File: config.mk
export PLATFORM = sky130hd
export DESIGN_NAME = pdwc_top
export DESIGN_NICKNAME = d
export VERILOG_FILES = /design/src/design/pdwc_pkg.sv /design/src/design/pdwc_sync.sv /design/src/design/pdwc_top.sv
export SDC_FILE = /design/constraint.sdc
export NUM_CORES = 1
export LEC_CHECK = 0
export ABC_AREA = 1
export ABC_CLOCK_PERIOD_IN_PS = 2400
export CORE_MARGIN = 8
export CORE_UTILIZATION = 54
export DETAILED_ROUTE_END_ITERATION = 8
export DONT_BUFFER_PORTS = 1
export PLACE_DENSITY = 0.81
export SLEW_MARGIN = 20
export SYNTH_ARGS = -nofsm -noshare
export SYNTH_HDL_FRONTEND = slang
export SYNTH_SLANG_ARGS = --single-unit
File: constraint.sdc
create_clock -name pclk -period 2.4 [get_ports pclk]
set_clock_uncertainty 0.2 [all_clocks]
set_input_delay 0 -clock pclk [delete_from_list [all_inputs] [get_ports pclk]]
set_output_delay 0 -clock pclk [all_outputs]
set_load 0.1 [all_outputs]
File: src/design/pdwc_pkg.sv
// Package of constants for the power-down and wake control block.
package pdwc_pkg;
   // APB register byte offsets.
   localparam logic [7:0] CTRL_OFS = 8'h00;
   localparam logic [7:0] STAT_OFS = 8'h04;
   localparam logic [7:0] IRQ_STAT_OFS = 8'h08;
   localparam logic [7:0] IRQ_MASK_OFS = 8'h0c;
   localparam logic [7:0] SRC_EN_OFS = 8'h10;
   // Status bit positions.
   localparam int PD_BIT = 3;
   localparam int TO_BIT = 4;
   // Control register fields.
   localparam int CTRL_GIE_BIT = 0;
   localparam int CTRL_WDT_EN_BIT = 1;
   localparam int CTRL_T1_ASYNC_BIT = 2;
   // Wake source indices.
   localparam int SRC_EXT_INT = 0;
   localparam int SRC_PORT_CHG = 1;
   localparam int SRC_T1_OVF = 2;
   localparam int SRC_SSP_SS = 3;
   localparam int SRC_SSP_XFER = 4;
   localparam int SRC_CAPTURE = 5;
   localparam int SRC_PSP = 6;
   localparam int SRC_USART_SYNC = 7;
   localparam int NUM_SRC = 8;
   // Interrupt event bits.
   localparam int EV_SLEEP = 0;
   localparam int EV_WAKE_INT = 1;
   localparam int EV_WAKE_WDT = 2;
   localparam int NUM_EV = 3;
   // Reset values and the vector address.
   localparam logic [2:0] CTRL_RST = 3'h0;
   localparam logic [7:0] SRC_EN_RST = 8'h00;
   localparam logic [15:0] VECTOR_ADDR = 16'h0004;
   // Oscillator restart time before execution resumes.
   localparam int OSC_RESTART_NS = 200;
   localparam int CLK_PERIOD_NS = 25;
   localparam int OSC_RESTART_CYC = (OSC_RESTART_NS + CLK_PERIOD_NS - 1) / CLK_PERIOD_NS;
   typedef enum logic [1:0] {
      PDWC_RUN = 2'b00,
      PDWC_SLEEP = 2'b01,
      PDWC_RESTART = 2'b11
   } pdwc_state_t;
endpackage : pdwc_pkg

File: src/design/pdwc_sync.sv
// Two-flop synchroniser bank for asynchronous wake inputs.
module pdwc_sync #(
   parameter int WIDTH = 1
) (
   input wire logic pclk,
   input wire logic presetn,
   input wire logic [WIDTH-1:0] async_in,
   output logic [WIDTH-1:0] sync_out
);
   logic [WIDTH-1:0] meta_ff;
   logic [WIDTH-1:0] sync_ff;

   always_ff @(posedge pclk or negedge presetn) begin
      if (!presetn) begin
         meta_ff <= '0;
         sync_ff <= '0;
      end else begin
         meta_ff <= async_in;
         sync_ff <= meta_ff;
      end
   end

   assign sync_out = sync_ff;
endmodule : pdwc_sync

File: src/design/pdwc_top.sv
// Power-down and wake control with APB registers and an interrupt.
//
// The register addresses and the APB register port were left to the implementer.
module pdwc_top #(
   parameter int RESTART_CYC = pdwc_pkg::OSC_RESTART_CYC
) (
   input wire logic pclk,
   input wire logic presetn,
   input wire logic psel,
   input wire logic penable,
   input wire logic pwrite,
   input wire logic [7:0] paddr,
   input wire logic [31:0] pwdata,
   output logic [31:0] prdata,
   output logic pready,
   output logic pslverr,
   input wire logic sleep_exec,
   input wire logic watchdog_clear_instruction,
   input wire logic watchdog_timeout,
   input wire logic [pdwc_pkg::NUM_SRC-1:0] int_flags,
   input wire logic [7:0] port_out_in,
   input wire logic [7:0] port_oe_in,
   output logic [7:0] port_out,
   output logic [7:0] port_oe,
   output logic osc_drive_en,
   output logic qclk_en,
   output logic core_run,
   output logic watchdog_clr,
   output logic resume_pulse,
   output logic vector_req,
   output logic [15:0] vector_addr,
   output logic irq
);
   if (RESTART_CYC < 1 || RESTART_CYC > 255) begin : g_restart_range
      $error("RESTART_CYC out of range");
   end
   localparam int RESUME_LAT = RESTART_CYC + 1;

   pdwc_pkg::pdwc_state_t state_ff, nxt_state;
   logic [2:0] ctrl_ff;
   logic [7:0] src_en_ff;
   logic [2:0] irq_stat_ff;
   logic [2:0] irq_mask_ff;
   logic pd_ff, to_ff;
   logic [7:0] cnt_ff;
   logic wake_int_ff, gie_at_wake_ff;
   logic [7:0] port_out_ff, port_oe_ff;
   logic osc_ff, qclk_ff, run_ff, wclr_ff, resume_ff, vec_ff, irq_ff;
   logic [31:0] prdata_ff;
   logic pready_ff, pslverr_ff;
   logic [pdwc_pkg::NUM_SRC-1:0] flags_sync;

   pdwc_sync #(.WIDTH(pdwc_pkg::NUM_SRC)) u_sync (
      .pclk(pclk),
      .presetn(presetn),
      .async_in(int_flags),
      .sync_out(flags_sync)
   );
   logic wdt_to_m_ff, wdt_to_s_ff;
   always_ff @(posedge pclk or negedge presetn) begin
      if (!presetn) begin
         wdt_to_m_ff <= 1'b0;
         wdt_to_s_ff <= 1'b0;
      end else begin
         wdt_to_m_ff <= watchdog_timeout;
         wdt_to_s_ff <= wdt_to_m_ff;
      end
   end

   // Bus decode.
   wire acc = psel && penable && !pready_ff;
   wire wr = acc && pwrite;
   wire sel_ctrl = (paddr == pdwc_pkg::CTRL_OFS);
   wire sel_stat = (paddr == pdwc_pkg::STAT_OFS);
   wire sel_istat = (paddr == pdwc_pkg::IRQ_STAT_OFS);
   wire sel_imask = (paddr == pdwc_pkg::IRQ_MASK_OFS);
   wire sel_src = (paddr == pdwc_pkg::SRC_EN_OFS);
   wire mapped = sel_ctrl || sel_stat || sel_istat || sel_imask || sel_src;
   wire global_interrupt_enable = ctrl_ff[pdwc_pkg::CTRL_GIE_BIT];
   wire wdt_en = ctrl_ff[pdwc_pkg::CTRL_WDT_EN_BIT];
   wire t1_async = ctrl_ff[pdwc_pkg::CTRL_T1_ASYNC_BIT];

   wire [pdwc_pkg::NUM_SRC-1:0] qual_mask = {{(pdwc_pkg::NUM_SRC-3){1'b1}}, t1_async, 2'b11};
   wire [pdwc_pkg::NUM_SRC-1:0] wake_src = flags_sync & src_en_ff & qual_mask;
   wire int_pending = |wake_src;
   wire wdt_wake = wdt_en && wdt_to_s_ff;
   wire in_run = (state_ff == pdwc_pkg::PDWC_RUN);
   // With the global enable clear, a pending flag would wake at once, so entry is skipped.
   // Sleep as no-op.
   wire sleep_nop = !global_interrupt_enable && int_pending;
   wire sleep_go = in_run && sleep_exec && !sleep_nop;
   wire in_sleep = (state_ff == pdwc_pkg::PDWC_SLEEP);
   wire wake_now = in_sleep && (int_pending || wdt_wake);
   wire restart_done = (state_ff == pdwc_pkg::PDWC_RESTART) && (cnt_ff == 8'h01);
   wire [2:0] events = {wake_now && !int_pending, wake_now && int_pending, sleep_go};

   always_comb begin
      nxt_state = state_ff;
      case (state_ff)
         pdwc_pkg::PDWC_RUN: begin
            if (sleep_go) begin
               nxt_state = pdwc_pkg::PDWC_SLEEP;
            end
         end
         pdwc_pkg::PDWC_SLEEP: begin
            if (wake_now) begin
               nxt_state = pdwc_pkg::PDWC_RESTART;
            end
         end
         pdwc_pkg::PDWC_RESTART: begin
            if (restart_done) begin
               nxt_state = pdwc_pkg::PDWC_RUN;
            end
         end
         default: nxt_state = pdwc_pkg::PDWC_RUN;
      endcase
   end

   // Master-clear is presetn: full reset; wakes below never reset state.
   always_ff @(posedge pclk or negedge presetn) begin
      if (!presetn) begin
         state_ff <= pdwc_pkg::PDWC_RUN;
         cnt_ff <= 8'h00;
         wake_int_ff <= 1'b0;
         gie_at_wake_ff <= 1'b0;
      end else begin
         state_ff <= nxt_state;
         if (wake_now) begin
            cnt_ff <= 8'(RESTART_CYC);
            wake_int_ff <= int_pending;
            gie_at_wake_ff <= global_interrupt_enable;
         end else if (cnt_ff != 8'h00) begin
            cnt_ff <= cnt_ff - 8'h01;
         end
      end
   end

   // Flag values: power-down flag set at power-up.
   always_ff @(posedge pclk or negedge presetn) begin
      if (!presetn) begin
         pd_ff <= 1'b1;
         to_ff <= 1'b1;
      end else if (sleep_go) begin
         pd_ff <= 1'b0;
         to_ff <= 1'b1;
      end else if (wake_now && !int_pending) begin
         to_ff <= 1'b0;
      end else if (in_run && watchdog_clear_instruction) begin
         pd_ff <= 1'b1;
         to_ff <= 1'b1;
      end
   end

   // Outputs from flops.
   always_ff @(posedge pclk or negedge presetn) begin
      if (!presetn) begin
         port_out_ff <= 8'h00;
         port_oe_ff <= 8'h00;
         osc_ff <= 1'b1;
         qclk_ff <= 1'b1;
         run_ff <= 1'b1;
         wclr_ff <= 1'b0;
         resume_ff <= 1'b0;
         vec_ff <= 1'b0;
      end else begin
         if (nxt_state == pdwc_pkg::PDWC_RUN) begin
            port_out_ff <= port_out_in;
            port_oe_ff <= port_oe_in;
         end
         osc_ff <= (nxt_state != pdwc_pkg::PDWC_SLEEP);
         qclk_ff <= (nxt_state == pdwc_pkg::PDWC_RUN);
         run_ff <= (nxt_state == pdwc_pkg::PDWC_RUN);
         wclr_ff <= sleep_go || (in_run && watchdog_clear_instruction);
         // Resume after sleep; prefetched instruction runs first.
         resume_ff <= restart_done;
         // Vector request in the same cycle as the resume pulse.
         vec_ff <= restart_done && wake_int_ff && gie_at_wake_ff;
      end
   end

   // Register file and interrupt status.
   always_ff @(posedge pclk or negedge presetn) begin
      if (!presetn) begin
         ctrl_ff <= pdwc_pkg::CTRL_RST;
         src_en_ff <= pdwc_pkg::SRC_EN_RST;
         irq_mask_ff <= 3'h0;
         irq_stat_ff <= 3'h0;
         irq_ff <= 1'b0;
      end else begin
         if (wr && sel_ctrl) begin
            ctrl_ff <= pwdata[2:0];
         end
         if (wr && sel_src) begin
            src_en_ff <= pwdata[7:0];
         end
         if (wr && sel_imask) begin
            irq_mask_ff <= pwdata[2:0];
         end
         // Set wins over a simultaneous write-one clear.
         irq_stat_ff <= (irq_stat_ff & ~((wr && sel_istat) ? pwdata[2:0] : 3'h0)) | events;
         irq_ff <= |(irq_stat_ff & irq_mask_ff);
      end
   end

   wire [31:0] rd_mux = sel_ctrl ? {29'h0, ctrl_ff} :
                        sel_stat ? {27'h0, to_ff, pd_ff, 1'b0, state_ff} :
                        sel_istat ? {29'h0, irq_stat_ff} :
                        sel_imask ? {29'h0, irq_mask_ff} :
                        sel_src ? {24'h0, src_en_ff} : 32'h0;

   // One wait state: pready rises in the second access cycle.
   always_ff @(posedge pclk or negedge presetn) begin
      if (!presetn) begin
         pready_ff <= 1'b0;
         pslverr_ff <= 1'b0;
         prdata_ff <= 32'h0;
      end else begin
         pready_ff <= acc;
         pslverr_ff <= acc && !mapped;
         prdata_ff <= (acc && !pwrite) ? rd_mux : 32'h0;
      end
   end

   assign prdata = prdata_ff;
   assign pready = pready_ff;
   assign pslverr = pslverr_ff;
   assign port_out = port_out_ff;
   assign port_oe = port_oe_ff;
   assign osc_drive_en = osc_ff;
   assign qclk_en = qclk_ff;
   assign core_run = run_ff;
   assign watchdog_clr = wclr_ff;
   assign resume_pulse = resume_ff;
   assign vector_req = vec_ff;
   assign vector_addr = pdwc_pkg::VECTOR_ADDR;
   assign irq = irq_ff;

   AST_SLEEP_ENTRY: assert property (@(posedge pclk) disable iff (!presetn)
      sleep_go |=> (state_ff == pdwc_pkg::PDWC_SLEEP) ##1 !osc_drive_en)
      else $error("sleep not entered");
   AST_FLAGS: assert property (@(posedge pclk) disable iff (!presetn)
      sleep_go |=> !pd_ff && to_ff && watchdog_clr)
      else $error("entry flags wrong");
   AST_PORT_HOLD: assert property (@(posedge pclk) disable iff (!presetn)
      in_sleep && $past(in_sleep) |-> $stable(port_out) && $stable(port_oe))
      else $error("ports moved in sleep");
   AST_NOP: assert property (@(posedge pclk) disable iff (!presetn)
      (in_run && sleep_exec && sleep_nop) |=> in_run && $stable(pd_ff))
      else $error("nop sleep changed state");
   AST_WDT_TO: assert property (@(posedge pclk) disable iff (!presetn)
      (wake_now && !int_pending) |=> !to_ff)
      else $error("time-out flag not cleared");
   AST_TIMER_QUAL: assert property (@(posedge pclk) disable iff (!presetn)
      !t1_async |-> !wake_src[pdwc_pkg::SRC_T1_OVF])
      else $error("timer wake while synchronous");
   AST_RESTART: assert property (@(posedge pclk) disable iff (!presetn)
      resume_pulse |-> osc_drive_en && core_run && qclk_en)
      else $error("resume before clocks");
   AST_VECTOR: assert property (@(posedge pclk) disable iff (!presetn)
      vector_req |-> resume_pulse && gie_at_wake_ff)
      else $error("bad vector");
   AST_NO_VEC: assert property (@(posedge pclk) disable iff (!presetn)
      (restart_done && !gie_at_wake_ff) |=> !vector_req)
      else $error("vector with gie clear");
   AST_WAKE: assert property (@(posedge pclk) disable iff (!presetn)
      (in_sleep && int_pending) |=> state_ff == pdwc_pkg::PDWC_RESTART)
      else $error("missed wake");

   AST_WDT_WAKE: assert property (@(posedge pclk) disable iff (!presetn)
      (in_sleep && wdt_wake) |=> state_ff == pdwc_pkg::PDWC_RESTART)
      else $error("missed watchdog wake");
   AST_WAKE_KEEPS: assert property (@(posedge pclk) disable iff (!presetn)
      (wake_now && !wr) |=> $stable(ctrl_ff) && $stable(src_en_ff))
      else $error("wake disturbed registers");
   AST_OSC_OFF: assert property (@(posedge pclk) disable iff (!presetn)
      in_sleep |-> !osc_drive_en)
      else $error("oscillator on in sleep");
   AST_QCLK_OFF: assert property (@(posedge pclk) disable iff (!presetn)
      in_sleep |-> !qclk_en && !core_run)
      else $error("quarter clocks on in sleep");
   AST_EN_GATE: assert property (@(posedge pclk) disable iff (!presetn)
      (in_sleep && !wdt_wake && !(|(flags_sync & src_en_ff))) |=> in_sleep)
      else $error("wake without enabled source");
   AST_GIE_FREE: assert property (@(posedge pclk) disable iff (!presetn)
      (in_sleep && int_pending && !global_interrupt_enable) |=> state_ff == pdwc_pkg::PDWC_RESTART)
      else $error("wake blocked by global enable");
   AST_RESUME_ONE: assert property (@(posedge pclk) disable iff (!presetn)
      resume_pulse |=> !resume_pulse)
      else $error("resume pulse too long");
   AST_RESTART_LEN: assert property (@(posedge pclk) disable iff (!presetn)
      wake_now |-> ##[RESUME_LAT:RESUME_LAT] resume_pulse)
      else $error("restart time wrong");
   AST_NOP_WCLR: assert property (@(posedge pclk) disable iff (!presetn)
      (in_run && sleep_exec && sleep_nop && !watchdog_clear_instruction) |=> !watchdog_clr
      && $stable(to_ff))
      else $error("no-op sleep touched watchdog");
   AST_LATE_WAKE: assert property (@(posedge pclk) disable iff (!presetn)
      (in_sleep && int_pending) |=> !pd_ff && to_ff)
      else $error("entry flags lost on wake");
   AST_PD_RISE: assert property (@(posedge pclk) disable iff (!presetn)
      $rose(pd_ff) |-> $past(watchdog_clear_instruction))
      else $error("power-down flag set without clear");
endmodule : pdwc_top

* After elaboration in Yosys (flattened, before gate mapping)
Cells that the tools add are included.
W data, S select, Z words.
** Operators by class
- Div/mod/pow operators :: 0
- Equal/unequal tests :: 9
- $add $sub $neg :: 1
- Reduce and logical (&&, ||, !) cells :: 42
- Magnitude comparators :: 0
- Bitwise operators :: 6
- Shift operators :: 0
- Mux-type cells :: 18
- Multipliers :: 0
** Operators by type and width (number)
- $mux W8 :: 8
- $logic_and A1 B1 Y1 :: 20
- $and A8 B8 Y8 :: 2
- $eq A8 B4 Y1 const B :: 2
- $eq A8 B1 Y1 const B :: 1
- $eq A8 B3 Y1 const B :: 1
- $eq A8 B5 Y1 const B :: 1
- $logic_not A8 Y1 :: 1
- $reduce_bool A8 Y1 :: 1
- $reduce_or A8 Y1 :: 1
- $sub A8 B1 Y8 const B :: 1
- $and A3 B3 Y3 :: 2
- $logic_not A1 Y1 :: 6
- $logic_or A1 B1 Y1 :: 6
- $mux W2 :: 3
- $pmux W2 S3 :: 1
- $mux W1 :: 5
- $logic_not A2 Y1 :: 2
- $reduce_bool A2 Y1 :: 2
- $mux W3 :: 1
- $not A3 Y3 :: 1
- $or A3 B3 Y3 :: 1
- $reduce_bool A3 Y1 :: 1
- $reduce_or A3 Y1 :: 1
- 5 further kinds :: 5
** Word-level totals
- Flip-flop bits (word level) :: 81
- Bits in latches :: 0
- Memory bits (writable) :: 0
- Bits in read-only memories :: 0
- Logic and storage cells :: 101
- Memories kept :: 0

* Longest topological paths before layout
- Depth in word-level cells :: 9
- Mapped depth :: 10
- Depth with buffers taken out :: 9

* Modules after synthesis
From an unflattened synthesis, not the netlist that was laid out.
** Unflattened totals
- Cells, all modules :: 408
- Area, all modules :: 3684.8 µm²
** By module, submodules not included
- pdwc_top :: times used 1, area an instance 3284.4 µm², cells each 392, sequential area each 1631.6 µm²
- pdwc_sync :: times used 1, area an instance 400.4 µm², cells each 16, sequential area each 400.4 µm²

* Worst setup path before layout
OpenSTA, ideal clock, no wires.
- Path kind :: register to register
- Start :: register pready_ff (netlist: pready)
- End :: register src_en_ff[1]
- Setup slack :: 0.509 ns
- Buffers on the path :: 1
- Required time :: 2.074 ns
- Arrival :: 1.565 ns
- Stages on the path, launching flop included :: 8
- Cell sequence :: dfrtp_1 -> nor2_2 -> inv_2 -> nor2_2 -> inv_2 -> nor2_4 -> buf_6 -> o21ai_0
** On the way
- Longest elaborated chain between the ends :: 4
** Ends and longest elaborated chain
- start, declared :: line pdwc_top.sv:50 : logic pready_ff, pslverr_ff;
- start signal, assigned :: line pdwc_top.sv:214 : pready_ff <= 1'b0;
- start signal, assigned :: line pdwc_top.sv:218 : pready_ff <= acc;
- $logic_not A1 Y1 :: line pdwc_top.sv:71 : wire acc = psel && penable && !pready_ff;
- $logic_and A1 B1 Y1 :: line pdwc_top.sv:71
- net acc :: line pdwc_top.sv:71
- $logic_and A1 B1 Y1 :: line pdwc_top.sv:72 : wire wr = acc && pwrite;
- $logic_and A1 B1 Y1 :: line pdwc_top.sv:193 : if (wr && sel_src) begin
- end signal, assigned :: line pdwc_top.sv:185 : src_en_ff <= pdwc_pkg::SRC_EN_RST;
- end signal, assigned :: line pdwc_top.sv:194 : src_en_ff <= pwdata[7:0];
- end, declared :: line pdwc_top.sv:41 : logic [7:0] src_en_ff;
The timed path passes the listed nets, and every way through them passes these cells.
A chain may end at the register's enable or synchronous reset.

* Worst setup path in the final report
- Start :: register pready_ff (netlist: pready)
- End :: register src_en_ff[0]
Same word-level chain as after synthesis.

==> impl_metrics.tcl <==
set metrics [dict create \
    status "finished, violations left" \
    violations "negative hold slack" \
    min-delay-path-class "input port to async pin" \
    io_buffers 0 \
    antenna_found_initial 0 \
    dpl.hpwl_um 5970 \
    critPathLaunchType "flop" \
    dieArea_um2 9840 \
    p_total_mw 5.57 \
    synth_top_family_by_area "simple AND/OR/NAND/NOR gates" \
    setup_viol 0 \
    p_sw_share_pct 50.8 \
    leakagePower_nw 2.35 \
    io-pin-count 145 \
    cts-root-buf "clkbuf_8" \
    mostFrequentLayoutCell "nand2_1" \
    finalHoldViolations 9 \
    clk_latency_ns 0.34 \
    grt_max_degree 82 \
    grtUsageTotal_pct 18.6 \
    core_area_um2 6760 \
    netlist_instances 417 \
    clk_pin_slew_worst_paths_ns 0.08 \
    vias 2890 \
    slew_headroom_pct 40.6 \
    r2r_slack_ns 0.12 \
    ant_nets 0 \
    die_x_um 99.2 \
    end_kind "flop" \
    synth.avg_cell_area_um2 8.97 \
    fin_tns_setup_ns 0 \
    powerDensity_nw_per_um2 1200 \
    yosysWarnings 0 \
    rsz0062_at_grt "no" \
    fillers 491 \
    layout.nets 581 \
    grt_first_pass_wirelength_um 14600 \
    rows 30 \
    ys_ff_latch 81 \
    viasPerCell 4.89 \
    synthTopCellsByArea "dfrtp_1 52%, nand2_1 11%, buf_4 8.2%" \
    worst_slew_pin_slew_ns 0.891 \
    gp_congestion 0.924 \
    finalWirelength_um 8920 \
    peakVddDrop_mv 1.26 \
    switchingPower_mw 2.83 \
    area_growth_pct 24.5 \
    synth.area.mux_share_pct 0 \
    fin_crit_ns 2.28 \
    yosys.area.top_type "dfrtp_1" \
    htreeDepth 3 \
    clock-sinks 81 \
    cp_data_required_time_ns 2.46 \
    synth_top_area_share_pct 51.5 \
    pwr-share-seq_pct 36.1 \
    synth_fa_ha_area_share_pct 1.00 \
    max_cap_viol_count 0 \
    internal_power_mw 2.74 \
    cts_tree "yes" \
    synth_compound_gate_area_share_pct 4.35 \
    overflow 0 \
    wl_per_cell_um 15.1 \
    ys_seq_area_share_pct 54.3 \
    cp.arrival_ns 2.35 \
    crit_fanout 8 \
    synth-simple-area-share_pct 24.8 \
    synth_area_um2 3740 \
    drt-pass1-iter-count 4 \
    start_util_pct 55.4 \
    num_antenna_cells 0 \
    cts_buffer_depth 2 \
    die_h_um 99.2 \
    grt_pass1_vias 2996 \
    slew_viol_final 0 \
    p_comb_share_pct 46.2 \
    layout-drive-gt1-share_pct 12.1 \
    hold_ws_ns -0.00344 \
    final_cell_mix "105 x nand2_1, 77 x dfrtp_1, 66 x dlygate4sd3_1" \
    fmax_ghz 0.438 \
    pwr-share-clk_pct 17.7 \
    ys_types 30 \
    cts_setup_buffers 0 \
    route.detailed.drc 0 \
    synthXorXnorAreaFrac_pct 0.468 \
    crit_type "flop to flop" \
    fin_crit_sh_pct 95.1 \
    numCtsBuffers 9 \
    first_iter_violations 152 \
]
-- layer usage --
metal  vias to the layer above  part of all wire (%)  global-route usage [%]
li1                       1397                     -                       -
met1                      1385                    38                    20.1
met2                        99                    54                    33.9
met3                         9                   6.4                    6.63
met4                         0                   1.0                    4.07
met5                         -                     0                       0
-- critical path, stage by stage (launching register included) --
cell and delay (ns):
dfrtp_1 0.40, nor2_2 0.16, inv_2 0.06, nor2_2 0.17
inv_2 0.10, nor2_4 0.14, dlygate4sd3_1 0.78, nor2_1 0.07
a21oi_1 0.13
-- registers in the layout (all words and copies together), names as in the netlist, 8 cells and up --
| register | cells |
|---|---|
| src_en_ff | 8 |
| prdata | 8 |
| port_oe | 8 |
| u_sync.meta_ff | 8 |
| u_sync.sync_out | 8 |
| port_out | 8 |
| cnt_ff | 8 |
-- path summary, 6_finish.rpt --
kind                                   startpoint            endpoint  cells past startpoint
worst max register to register             pready        src_en_ff[0]                      8
max in group asynchronous                 presetn            core_run                      2
worst max-delay path                       pready        src_en_ff[0]                      8
min in group pclk                watchdog_timeout         wdt_to_m_ff                      1
worst min-delay path                      presetn           prdata[7]                      2
worst min register to register  u_sync.meta_ff[2]  u_sync.sync_out[2]                      0
-- synth_stat cells, drive strengths merged --
master and count:
a21oi 10, and2 1, buf 44, clkbuf 2
conb 2, dfrtp 77, dfstp 4, ha 3
inv 50, nand2 112, nand3 38, nand4 4
nor2 35, nor3 7, nor3b 1, nor4 3
o21a 1, o21ai 21, xnor2 1, xor2 1
-- cells by family (layout without fill, tap and decap cells) --
kind of cell | Yosys count | in the layout
AO/OA/AOI/OAI | 32 | 32
XOR/XNOR | 2 | 2
adder cells (fa/ha/maj) | 3 | 3
buffers and inverters | 96 | 152
flip-flops | 81 | 81
other | 2 | 40
AND/OR/NAND/NOR | 201 | 201
-- timing repair --
item                                    4_1_cts  5_1_grt
hold buffers                                 65        2
endpoints found under the hold margin       136        2
resized for setup                             0        0
endpoints found under the setup margin        0        0
-- cell type report --
| cell class | count | area, um^2 | area share, % |
|---|---|---|---|
| flip-flops and latches | 81 | 2030 | 43.6 |
| clock buffers | 12 | 145 | 3.12 |
| multi-input cells | 278 | 1290 | 27.8 |
| repair buffers | 86 | 843 | 18.1 |
| well taps | 80 | 100 | 2.15 |
| inverters | 50 | 188 | 4.03 |
| clock inverters | 4 | 53.8 | 1.16 |
-- power groups by stage --
stage | clock network (mW) | logic (mW) | registers [mW]
floorplan | 0 | 1.15 | 2.98
global placement | 0 | 2.41 | 2.02
detailed placement | 0 | 2.46 | 2.03
CTS | 1.01 | 2.57 | 2.01
global route | 1.06 | 2.76 | 2.04
finish | 0.984 | 2.57 | 2.01
-- stage by stage --
stage / instances / setup WS, ns / utilization (%) / instance area, um^2
after floorplan: 455 / 0.509 / - / 3880
after global placement: 508 / 0.650 / 55.8 / 3770
after detailed placement: 508 / 0.605 / 55.8 / 3770
after CTS: 589 / 0.123 / 68.6 / 4640
after global routing: 591 / 0.0503 / 68.9 / 4660
final: 591 / 0.117 / 68.9 / 4660
Power figures use the tool's default switching activity.
